--- config.mk ---
export PLATFORM = sky130hd
export DESIGN_NAME = betx_tx
export DESIGN_NICKNAME = d
export VERILOG_FILES = /design/src/rtl/betx_pkg.sv /design/src/rtl/betx_tx.sv
export SDC_FILE = /design/constraint.sdc
export NUM_CORES = 2
export LEC_CHECK = 0
export BUFFER_PORTS_ARGS = -buffer_cell sky130_fd_sc_hd__buf_2
export CORE_UTILIZATION = 62
export CTS_BUF_LIST = sky130_fd_sc_hd__clkbuf_8
export DETAILED_ROUTE_END_ITERATION = 8
export PLACE_DENSITY = 0.82
export SLEW_MARGIN = 40
export SYNTH_ARGS = -nofsm -noshare
export SYNTH_HDL_FRONTEND = slang
export SYNTH_SLANG_ARGS = --single-unit
--- constraint.sdc ---
create_clock -name clock -period 10.7 [get_ports clock]
set_clock_uncertainty 0.2 [all_clocks]
set_input_delay 1.07 -clock clock [delete_from_list [all_inputs] [get_ports clock]]
set_output_delay 1.07 -clock clock [all_outputs]
set_load 0.03 [all_outputs]
--- src/rtl/betx_pkg.sv ---
// shared constants and carrier types for the block encoder and transcoder
package betx_pkg;

    // parallel-interface control characters
    localparam logic [7:0] CH_IDLE = 8'h07;
    localparam logic [7:0] CH_LPI = 8'h06;
    localparam logic [7:0] CH_START = 8'hFB;
    localparam logic [7:0] CH_TERM = 8'hFD;
    localparam logic [7:0] CH_ERROR = 8'hFE;
    localparam logic [7:0] CH_SEQ = 8'h9C;
    localparam logic [7:0] CH_SIG = 8'h5C;

    // 7-bit block control codes
    localparam logic [6:0] CC_IDLE = 7'h00;
    localparam logic [6:0] CC_LPI = 7'h06;
    localparam logic [6:0] CC_ERROR = 7'h1E;

    // block type values
    localparam logic [7:0] BT_CTRL = 8'h1E;
    localparam logic [7:0] BT_START = 8'h78;
    localparam logic [7:0] BT_OS = 8'h4B;
    localparam logic [7:0] BT_TERM [8] = '{8'h87, 8'h99, 8'hAA, 8'hB4,
                                           8'hCC, 8'hD2, 8'hE1, 8'hFF};

    // ordered-set codes carried in the 0x4B block
    localparam logic [3:0] OC_SEQ = 4'h0;
    localparam logic [3:0] OC_SIG = 4'hF;

    // sync header as vector bits [1:0]; bit 0 goes out first
    localparam logic [1:0] SYNC_DATA = 2'h2;
    localparam logic [1:0] SYNC_CTRL = 2'h1;

    // field positions inside a 66-bit block
    localparam int TYPE_LSB = 2;
    localparam int PAY_LSB = 10;
    localparam int OS_CODE_LSB = 34;
    localparam int OS_ZERO_LSB = 38;

    // widths and depths
    localparam int BLK_W = 66;
    localparam int XC_W = 257;
    localparam int FIFO_DEPTH = 8;
    localparam int RM_CNT_W = 4;

    // reset value and saturation limit of the rate-match counts
    localparam logic [RM_CNT_W-1:0] RM_CNT_RST = 4'h0;
    localparam logic [RM_CNT_W-1:0] RM_CNT_MAX = 4'hF;

    // one parallel transfer: 64 data bits and 8 control flags
    typedef struct packed {
        logic [7:0] ctl;
        logic [63:0] data;
    } betx_xfer_t;

    // transcoder group slot, one-hot
    typedef enum logic [3:0] {
        SLOT0 = 4'b0001,
        SLOT1 = 4'b0010,
        SLOT2 = 4'b0100,
        SLOT3 = 4'b1000
    } betx_slot_t;

endpackage

--- src/rtl/betx_tx.sv ---
// transmit 64b/66b block encoder, rate-match deletion/insertion, 66-to-257 transcoder
`timescale 1ns/1ps
`default_nettype none

module betx_fifo #(
    parameter int WIDTH = 66,
    parameter int DEPTH = 8
) (
    input wire logic clock,
    input wire logic sys_rst,
    input wire logic in_valid,
    output logic in_ready,
    input wire logic [WIDTH-1:0] in_data,
    output logic out_valid,
    input wire logic out_ready,
    output logic [WIDTH-1:0] out_data
);
    localparam int AW = $clog2(DEPTH);
    localparam logic [AW:0] FULL = (AW+1)'(DEPTH);

    logic [WIDTH-1:0] mem [DEPTH];
    logic [AW-1:0] wr_q;
    logic [AW-1:0] rd_q;
    logic [AW:0] count_q;
    logic [AW:0] count_d;
    logic ready_q;
    logic valid_q;
    wire push = in_valid && ready_q;
    wire pop = valid_q && out_ready;

    assign count_d = count_q + {{AW{1'b0}}, push} - {{AW{1'b0}}, pop};
    assign in_ready = ready_q;
    assign out_valid = valid_q;
    assign out_data = mem[rd_q];

    always_ff @(posedge clock) begin
        if (push) begin
            mem[wr_q] <= in_data;
        end
    end

    always_ff @(posedge clock or posedge sys_rst) begin
        if (sys_rst) begin
            wr_q <= '0;
            rd_q <= '0;
            count_q <= '0;
            ready_q <= 1'b0;
            valid_q <= 1'b0;
        end else begin
            wr_q <= wr_q + AW'(push);
            rd_q <= rd_q + AW'(pop);
            count_q <= count_d;
            ready_q <= count_d != FULL;
            valid_q <= count_d != '0;
        end
    end
endmodule

module betx_tx (
    input wire logic clock,
    input wire logic sys_rst,
    input wire betx_pkg::betx_xfer_t tx_in,
    input wire logic tx_valid,
    output logic tx_ready,
    input wire logic eee_enabled,
    input wire logic del_req,
    input wire logic ins_req,
    output logic [betx_pkg::XC_W-1:0] xcoded,
    output logic xcoded_valid,
    input wire logic xcoded_ready
);
    import betx_pkg::*;

    // lane classification
    logic [7:0] lane_data;
    logic [7:0] lane_cc;
    logic [7:0] lane_err;
    logic [7:0] lane_start;
    logic [7:0] lane_term;
    logic [7:0] lane_seq;
    logic [7:0] lane_sig;
    logic [7:0] lane_lpi;
    logic [6:0] lane_code [8];
    logic [7:0] term_ok;

    genvar gi;
    generate
        for (gi = 0; gi < 8; gi++) begin : g_lane
            localparam logic [7:0] LO = 8'((9'h001 << gi) - 9'h001);
            localparam logic [7:0] HI = ~LO & ~(8'h01 << gi);
            wire [7:0] ch = tx_in.data[8*gi +: 8];
            wire ctl = tx_in.ctl[gi];
            wire is_idle = ctl && (ch == CH_IDLE);
            assign lane_lpi[gi] = ctl && (ch == CH_LPI);
            assign lane_data[gi] = !ctl;
            assign lane_err[gi] = ctl && (ch == CH_ERROR);
            assign lane_start[gi] = ctl && (ch == CH_START);
            assign lane_term[gi] = ctl && (ch == CH_TERM);
            assign lane_seq[gi] = ctl && (ch == CH_SEQ);
            assign lane_sig[gi] = ctl && (ch == CH_SIG);
            // lpi only counts as a codable character in eee mode
            assign lane_cc[gi] = is_idle || lane_err[gi] || (lane_lpi[gi] && eee_enabled);
            assign lane_code[gi] = is_idle ? CC_IDLE :
                                   (lane_lpi[gi] && eee_enabled) ? CC_LPI : CC_ERROR;
            assign term_ok[gi] = lane_term[gi] && ((lane_data | ~LO) == 8'hFF)
                                 && ((lane_cc | ~HI) == 8'hFF);
        end
    endgenerate

    // block kind decode
    wire all_data = &lane_data;
    wire all_cc = &lane_cc;
    // start or ordered set anywhere but lane 0 fails these and becomes an error block
    wire start_blk = lane_start[0] && (&lane_data[7:1]);
    wire os_blk = (lane_seq[0] || lane_sig[0]) && (&lane_data[7:1])
                  && (tx_in.data[63:32] == 32'h0);
    wire any_term = |term_ok;
    wire idle_only = all_cc && !(|lane_err);
    wire drop_ok = idle_only || (os_blk && lane_seq[0]);

    logic [2:0] term_pos;
    always_comb begin
        term_pos = 3'h0;
        for (int k = 7; k >= 0; k--) begin
            if (term_ok[k]) begin
                term_pos = 3'(k);
            end
        end
    end

    // block assembly
    logic [BLK_W-1:0] enc_blk;
    always_comb begin
        enc_blk = '0;
        if (all_data) begin
            enc_blk = {tx_in.data, SYNC_DATA};
        end else begin
            enc_blk[1:0] = SYNC_CTRL;
            if (all_cc) begin
                enc_blk[TYPE_LSB +: 8] = BT_CTRL;
                for (int m = 0; m < 8; m++) begin
                    enc_blk[PAY_LSB + 7*m +: 7] = lane_code[m];
                end
            end else if (start_blk) begin
                enc_blk[TYPE_LSB +: 8] = BT_START;
                enc_blk[65:PAY_LSB] = tx_in.data[63:8];
            end else if (os_blk) begin
                enc_blk[TYPE_LSB +: 8] = BT_OS;
                enc_blk[PAY_LSB +: 24] = tx_in.data[31:8];
                enc_blk[OS_CODE_LSB +: 4] = lane_seq[0] ? OC_SEQ : OC_SIG;
            end else if (any_term) begin
                enc_blk[TYPE_LSB +: 8] = BT_TERM[term_pos];
                for (int m = 0; m < 8; m++) begin
                    if (m < int'(term_pos)) begin
                        enc_blk[PAY_LSB + 8*m +: 8] = tx_in.data[8*m +: 8];
                    end else if (m > int'(term_pos)) begin
                        enc_blk[PAY_LSB + 7*m +: 7] = lane_code[m];
                    end
                end
            end else begin
                // invalid transfer: whole block of error codes
                enc_blk[TYPE_LSB +: 8] = BT_CTRL;
                for (int m = 0; m < 8; m++) begin
                    enc_blk[PAY_LSB + 7*m +: 7] = CC_ERROR;
                end
            end
        end
    end

    // rate matching
    logic [RM_CNT_W-1:0] del_q;
    logic [RM_CNT_W-1:0] ins_q;
    logic fifo_in_ready;
    wire del_pend = del_q != RM_CNT_RST;
    wire ins_pend = ins_q != RM_CNT_RST;
    wire drop_now = tx_valid && del_pend && drop_ok;
    wire ins_now = !tx_valid && ins_pend;
    wire fifo_wr = (tx_valid && !drop_now) || ins_now;
    wire [BLK_W-1:0] idle_blk = {56'h0, BT_CTRL, SYNC_CTRL};
    wire [BLK_W-1:0] fifo_wdata = tx_valid ? enc_blk : idle_blk;
    wire dropped = drop_now && fifo_in_ready;
    wire inserted = ins_now && fifo_in_ready;
    // a new request in the cycle of a drop keeps the count; one that finds the count at RM_CNT_MAX is lost
    wire del_inc = del_req && (del_q != RM_CNT_MAX);
    wire ins_inc = ins_req && (ins_q != RM_CNT_MAX);
    wire [RM_CNT_W-1:0] del_d = del_q + RM_CNT_W'(del_inc) - RM_CNT_W'(dropped);
    wire [RM_CNT_W-1:0] ins_d = ins_q + RM_CNT_W'(ins_inc) - RM_CNT_W'(inserted);

    always_ff @(posedge clock or posedge sys_rst) begin
        if (sys_rst) begin
            del_q <= RM_CNT_RST;
            ins_q <= RM_CNT_RST;
        end else begin
            del_q <= del_d;
            ins_q <= ins_d;
        end
    end

    assign tx_ready = fifo_in_ready;

    // block buffer
    logic fifo_valid;
    logic fifo_pop;
    logic [BLK_W-1:0] fifo_rdata;

    betx_fifo #(
        .WIDTH(BLK_W),
        .DEPTH(FIFO_DEPTH)
    ) u_fifo (
        .clock(clock),
        .sys_rst(sys_rst),
        .in_valid(fifo_wr),
        .in_ready(fifo_in_ready),
        .in_data(fifo_wdata),
        .out_valid(fifo_valid),
        .out_ready(fifo_pop),
        .out_data(fifo_rdata)
    );

    // transcoder
    betx_slot_t slot_q;
    logic [BLK_W-1:0] grp_q [3];
    logic [XC_W-1:0] xc_q;
    logic xc_vld_q;

    wire last_slot = slot_q == SLOT3;
    assign fifo_pop = fifo_valid && (!last_slot || !xc_vld_q || xcoded_ready);
    wire group_done = fifo_pop && last_slot;

    wire [BLK_W-1:0] g0 = grp_q[0];
    wire [BLK_W-1:0] g1 = grp_q[1];
    wire [BLK_W-1:0] g2 = grp_q[2];
    wire [BLK_W-1:0] g3 = fifo_rdata;
    wire [255:0] pay = {g3[65:2], g2[65:2], g1[65:2], g0[65:2]};
    wire [3:0] hb0 = {g3[0], g2[0], g1[0], g0[0]};
    wire [3:0] hb1 = {g3[1], g2[1], g1[1], g0[1]};
    wire grp_data = (hb0 == 4'h0) && (hb1 == 4'hF);
    wire grp_bad = |(~(hb0 ^ hb1));
    wire [1:0] first_c = hb0[0] ? 2'd0 : hb0[1] ? 2'd1 : hb0[2] ? 2'd2 : 2'd3;

    // payloads less the second type nibble of block c
    function automatic logic [251:0] omit_nibble(input logic [255:0] p, input logic [1:0] c);
        logic [251:0] r;
        case (c)
            2'd0: r = {p[255:8], p[3:0]};
            2'd1: r = {p[255:72], p[67:0]};
            2'd2: r = {p[255:136], p[131:0]};
            default: r = {p[255:200], p[195:0]};
        endcase
        return r;
    endfunction

    wire [XC_W-1:0] xc_data = {pay, 1'b1};
    wire [XC_W-1:0] xc_ctrl = {omit_nibble(pay, first_c), hb1, 1'b0};
    wire [XC_W-1:0] xc_bad = {omit_nibble(pay, 2'd0), 4'hF, 1'b0};
    wire [XC_W-1:0] xc_next = grp_data ? xc_data : grp_bad ? xc_bad : xc_ctrl;

    always_ff @(posedge clock) begin
        if (fifo_pop && !last_slot) begin
            grp_q[0] <= (slot_q == SLOT0) ? fifo_rdata : grp_q[0];
            grp_q[1] <= (slot_q == SLOT1) ? fifo_rdata : grp_q[1];
            grp_q[2] <= (slot_q == SLOT2) ? fifo_rdata : grp_q[2];
        end
    end

    betx_slot_t slot_d;
    always_comb begin
        case (slot_q)
            SLOT0: slot_d = SLOT1;
            SLOT1: slot_d = SLOT2;
            SLOT2: slot_d = SLOT3;
            SLOT3: slot_d = SLOT0;
            default: slot_d = SLOT0;
        endcase
    end

    always_ff @(posedge clock or posedge sys_rst) begin
        if (sys_rst) begin
            slot_q <= SLOT0;
            xc_q <= '0;
            xc_vld_q <= 1'b0;
        end else begin
            if (fifo_pop) begin
                slot_q <= slot_d;
            end
            if (group_done) begin
                xc_q <= xc_next;
                xc_vld_q <= 1'b1;
            end else if (xcoded_ready) begin
                xc_vld_q <= 1'b0;
            end
        end
    end

    assign xcoded = xc_q;
    assign xcoded_valid = xc_vld_q;

    // checks
    wire [7:0] wr_type = fifo_wdata[TYPE_LSB +: 8];

    hdr_legal_a: assert property (@(posedge clock) disable iff (sys_rst)
        fifo_wr |-> (fifo_wdata[1:0] == SYNC_DATA || fifo_wdata[1:0] == SYNC_CTRL))
        else $error("encoded block with illegal sync header");

    data_hdr_a: assert property (@(posedge clock) disable iff (sys_rst)
        (fifo_wr && tx_valid) |-> ((tx_in.ctl == 8'h00) == (fifo_wdata[1:0] == SYNC_DATA)))
        else $error("sync header disagrees with control flags");

    type_defined_a: assert property (@(posedge clock) disable iff (sys_rst)
        (fifo_wr && fifo_wdata[1:0] == SYNC_CTRL) |-> (wr_type == BT_CTRL
        || wr_type == BT_START || wr_type == BT_OS || wr_type inside {BT_TERM}))
        else $error("undefined block type sent");

    os_filler_a: assert property (@(posedge clock) disable iff (sys_rst)
        (fifo_wr && fifo_wdata[1:0] == SYNC_CTRL && wr_type == BT_OS)
        |-> (fifo_wdata[65:OS_ZERO_LSB] == 28'h0))
        else $error("ordered-set filler not zero");

    err_prop_a: assert property (@(posedge clock) disable iff (sys_rst)
        (fifo_wr && tx_valid && lane_err[0]) |->
        (wr_type == BT_CTRL && fifo_wdata[PAY_LSB +: 7] == CC_ERROR))
        else $error("error character in lane 0 not propagated");

    lpi_gate_a: assert property (@(posedge clock) disable iff (sys_rst)
        (fifo_wr && tx_valid && !eee_enabled && lane_lpi[0]) |->
        (fifo_wdata[PAY_LSB +: 7] != CC_LPI))
        else $error("lpi sent without eee");

    one_block_a: assert property (@(posedge clock) disable iff (sys_rst)
        (tx_valid && tx_ready && !drop_now) |-> fifo_wr ##1 fifo_valid)
        else $error("accepted transfer produced no block");

    del_count_a: assert property (@(posedge clock) disable iff (sys_rst)
        (dropped && !del_req) |=> (del_q == $past(del_q) - 4'h1))
        else $error("deletion count not consumed");

    group_strobe_a: assert property (@(posedge clock) disable iff (sys_rst)
        (fifo_pop && slot_q != SLOT3) |=> !$rose(xc_vld_q))
        else $error("strobe before four blocks collected");

    data_group_a: assert property (@(posedge clock) disable iff (sys_rst)
        (group_done && grp_data) |=> (xc_q[0] && xc_q[256:193] == $past(g3[65:2])))
        else $error("all-data group packed wrongly");

    bad_group_a: assert property (@(posedge clock) disable iff (sys_rst)
        (group_done && grp_bad) |=> (xc_q[4:0] == 5'h1E))
        else $error("bad-header group flags wrong");

    mixed_group_a: assert property (@(posedge clock) disable iff (sys_rst)
        (group_done && !grp_bad && !grp_data) |=> (!xc_q[0] && xc_q[4:1] == $past(hb1)))
        else $error("mixed group header bits wrong");

endmodule

`default_nettype wire

==> flow_summary.ini <==
[outcome]
status = finished, final reports clean

[cts]
postCtsSetupBuffers = 0
clk_latency_ps = 800
h-tree-depth = 4
cts_buffers = 154
hold_buffers = 0
cts_resized = 0
clock-sinks = 1008
cts_tree = built
clock_path_buffers = 3
cts_root_buf = clkbuf_8
clk_pin_slew_worst_paths_ps = 60

[finish]
syn2layout_area_growth_pct = 13.6
layout-drive-gt1-share_pct = 27.4
fin_util_pct = 71.3
antenna_cells = 0
fin_nets = 3154
fin_cells = 4036

[sta]
slew_violations = 0
period_needed_ps = 5320
fmax_ghz = 0.188
holdWs_ps = 110
max_slew.worst_pin.slew_ps = 840
rsz0062_at_grt = no
final.setup.tns_ps = 0
final_hold_viol_count = 0
finalSetupViolCount = 0
post-route-period-util_pct = 49.8
slew_headroom_pct = 43.6

[critical_path]
critical_path_required_ps = 10980
end_kind = flop
r2r_slack_ps = 5600
r2r-start = u_fifo.rd_q[0]
startpoint_type = primary input
reg2reg_to = xcoded[199]
worstSetupPathType = primary input to flop
critPathMaxFanout = 9
crit_arrival_ps = 5610
rr_worst_depth = 10
startpoint = tx_in[35]

[global_routing]
grt_pass1_vias = 26000
grt_pass1_wl_um = 160000
grt_max_degree = 121
antenna_found_initial = 2
grt-ovfl-total = 0
globalRouteTotalUtil_pct = 32.6

[synth]
synth_seq_cells = 1008
synthFlopType = edfxtp_1
async_flop_share_pct = 28.0
syn_area_um2 = 41300
syn_nets = 2766
yosys-top-cells-area = edfxtp_1 53%, dfrtp_1 17%, mux4_2 7.2%, mux2_2 3.3%, mux2i_1 3.3%
yosysMostFrequentCell = edfxtp_1
synth_area_per_cell_um2 = 15.6
synth_common_cells = 726 x edfxtp_1, 306 x nand2_1, 281 x dfrtp_1
synth-edff-count = 726
synth_top_cell_area_share_pct = 52.7
yosysWarnings = 0
yosysTopAreaCell = edfxtp_1
synth_cells = 2654
synth_cell_types = 86
yosysSeqAreaShare_pct = 69.8

[place]
placed_cells = 3749
io_buffers = 337
place_congestion = 1.02
dpl.hpwl_um = 73700

[routing]
drt_iter0_markers = 3295
final_antenna_net_count = 0
vias_per_cell = 6.48
drc_errors = 0
drt_pre_antenna_iters = 8
vias = 26200
wl_per_cell_um = 27.2
drt-total-wl_um = 110000

[pwr]
p_leak_nw = 17.8
ir_worst_vdd_uv = 157
p_per_area_nw_per_um2 = 302

[run]
drv_cap = 0

[die]
die_area_um2 = 67700
die_width_um = 260
rows = 94
io_pins = 338
core_area_um2 = 65900
start_util_pct = 62.8
die_h_um = 260

[min_path]
hp-class = primary input to async pin
power by group:
group	internal [mW]	leakage [nW]	switching (mW)
Clock	1.46	1.69	1.44
Combinational	1.57	6.31	3.15
Sequential	5.82	9.78	0.765
Total	8.85	17.8	5.35
final cells by class:
class                           instances  area [um2]
Tap cell                              864        1080
Multi-Input combinational cell       1460       11900
Inverter                               43         174
Clock inverter                        124         599
Timing Repair Buffer                  375        2110
Clock buffer                          162        2230
Fill cell                            4011       18900
Sequential cell                      1008       28900
worst max path at each step:
stage	end	slack [ps]	depth (start not counted)
2_1_floorplan	del_q[0]	1650	1
3_3_place_gp	u_fifo.mem[2][27]	4660	12
3_5_place_dp	u_fifo.mem[4][27]	4730	12
4_1_cts	u_fifo.mem[6][27]	5560	12
5_1_grt	u_fifo.mem[2][27]	5310	12
6_report	u_fifo.mem[2][27]	5380	12
cells in the final DEF, fill, tap and decap left out, types with 8 or more instances in the layout:
master / synthesis / layout
edfxtp_1: 726 / 726
buf_2: 22 / 337
nand2_1: 306 / 306
dfrtp_1: 281 / 278
o21ai_0: 173 / 163
clkbuf_8: 0 / 163
mux2i_1: 135 / 135
mux4_2: 132 / 132
mux2_2: 122 / 122
inv_1: 42 / 112
nand3_1: 85 / 84
nor2_1: 87 / 80
a31oi_1: 49 / 47
clkinv_1: 1 / 34
ha_1: 30 / 30
a21oi_1: 30 / 29
buf_4: 1 / 21
nor4_1: 19 / 19
nor3_1: 21 / 17
nand4_1: 16 / 16
a22o_1: 16 / 16
o211ai_1: 14 / 14
nand2b_1: 12 / 12
o22a_1: 12 / 12
and3_1: 14 / 12
o21ai_1: 2 / 12
or4_1: 11 / 11
or3_1: 11 / 11
and2_1: 11 / 11
or2_2: 7 / 8
a221o_1: 8 / 8
buf_6: 1 / 8
registers in the layout, indices dropped and copies added (netlist names):
name / flops
ins_q: 4
xcoded_valid: 1
xcoded: 257
grp_q: 198
del_q: 4
u_fifo.in_ready: 1
u_fifo.rd_q: 3
u_fifo.count_q: 4
u_fifo.wr_q: 3
u_fifo.out_valid: 1
slot_q: 4
u_fifo.mem: 528
per-layer routing:
layer	share of wire, %	track usage [%]	up-vias
li1	-	-	11000
met4	3.8	13.3	2
met3	9.2	6.33	279
met2	48	51.6	1630
met1	39	45.1	13200
met5	0.014	0	-
worst max-delay path: stages:
cell and delay [ps]:
buf_2 140, or4_1 600, or3_1 430, a221oi_1 420, nand4_1 290, o21ai_1 650
inv_1 230, ha_1 390, a211o_1 380, a211oi_1 270, a22o_1 180, a2bb2oi_1 540
stage by stage:
stage,total power [mW],worst slack (ps),area [um2]
after floorplan,9.47,1650,41300
after global placement,11.1,4660,43900
final,14.2,5380,47000
after global routing,14.8,5310,47000
after CTS,14.2,5560,46900
after detailed placement,11.3,4730,44100
logic make-up (layout without fill, tap and decap cells):
family,after synthesis,count (layout),synth area share [%]
muxes,389,389,13.8
xor gates and xnor gates,13,13,0.275
buffers and inverters,186,704,1.79
adders and majority gates,33,33,1.05
DFF,1008,1008,69.8
AOI/OAI and AO/OA,373,373,5.73
and+or+nand+nor,652,652,7.58
(Power assumes the default switching activity.)
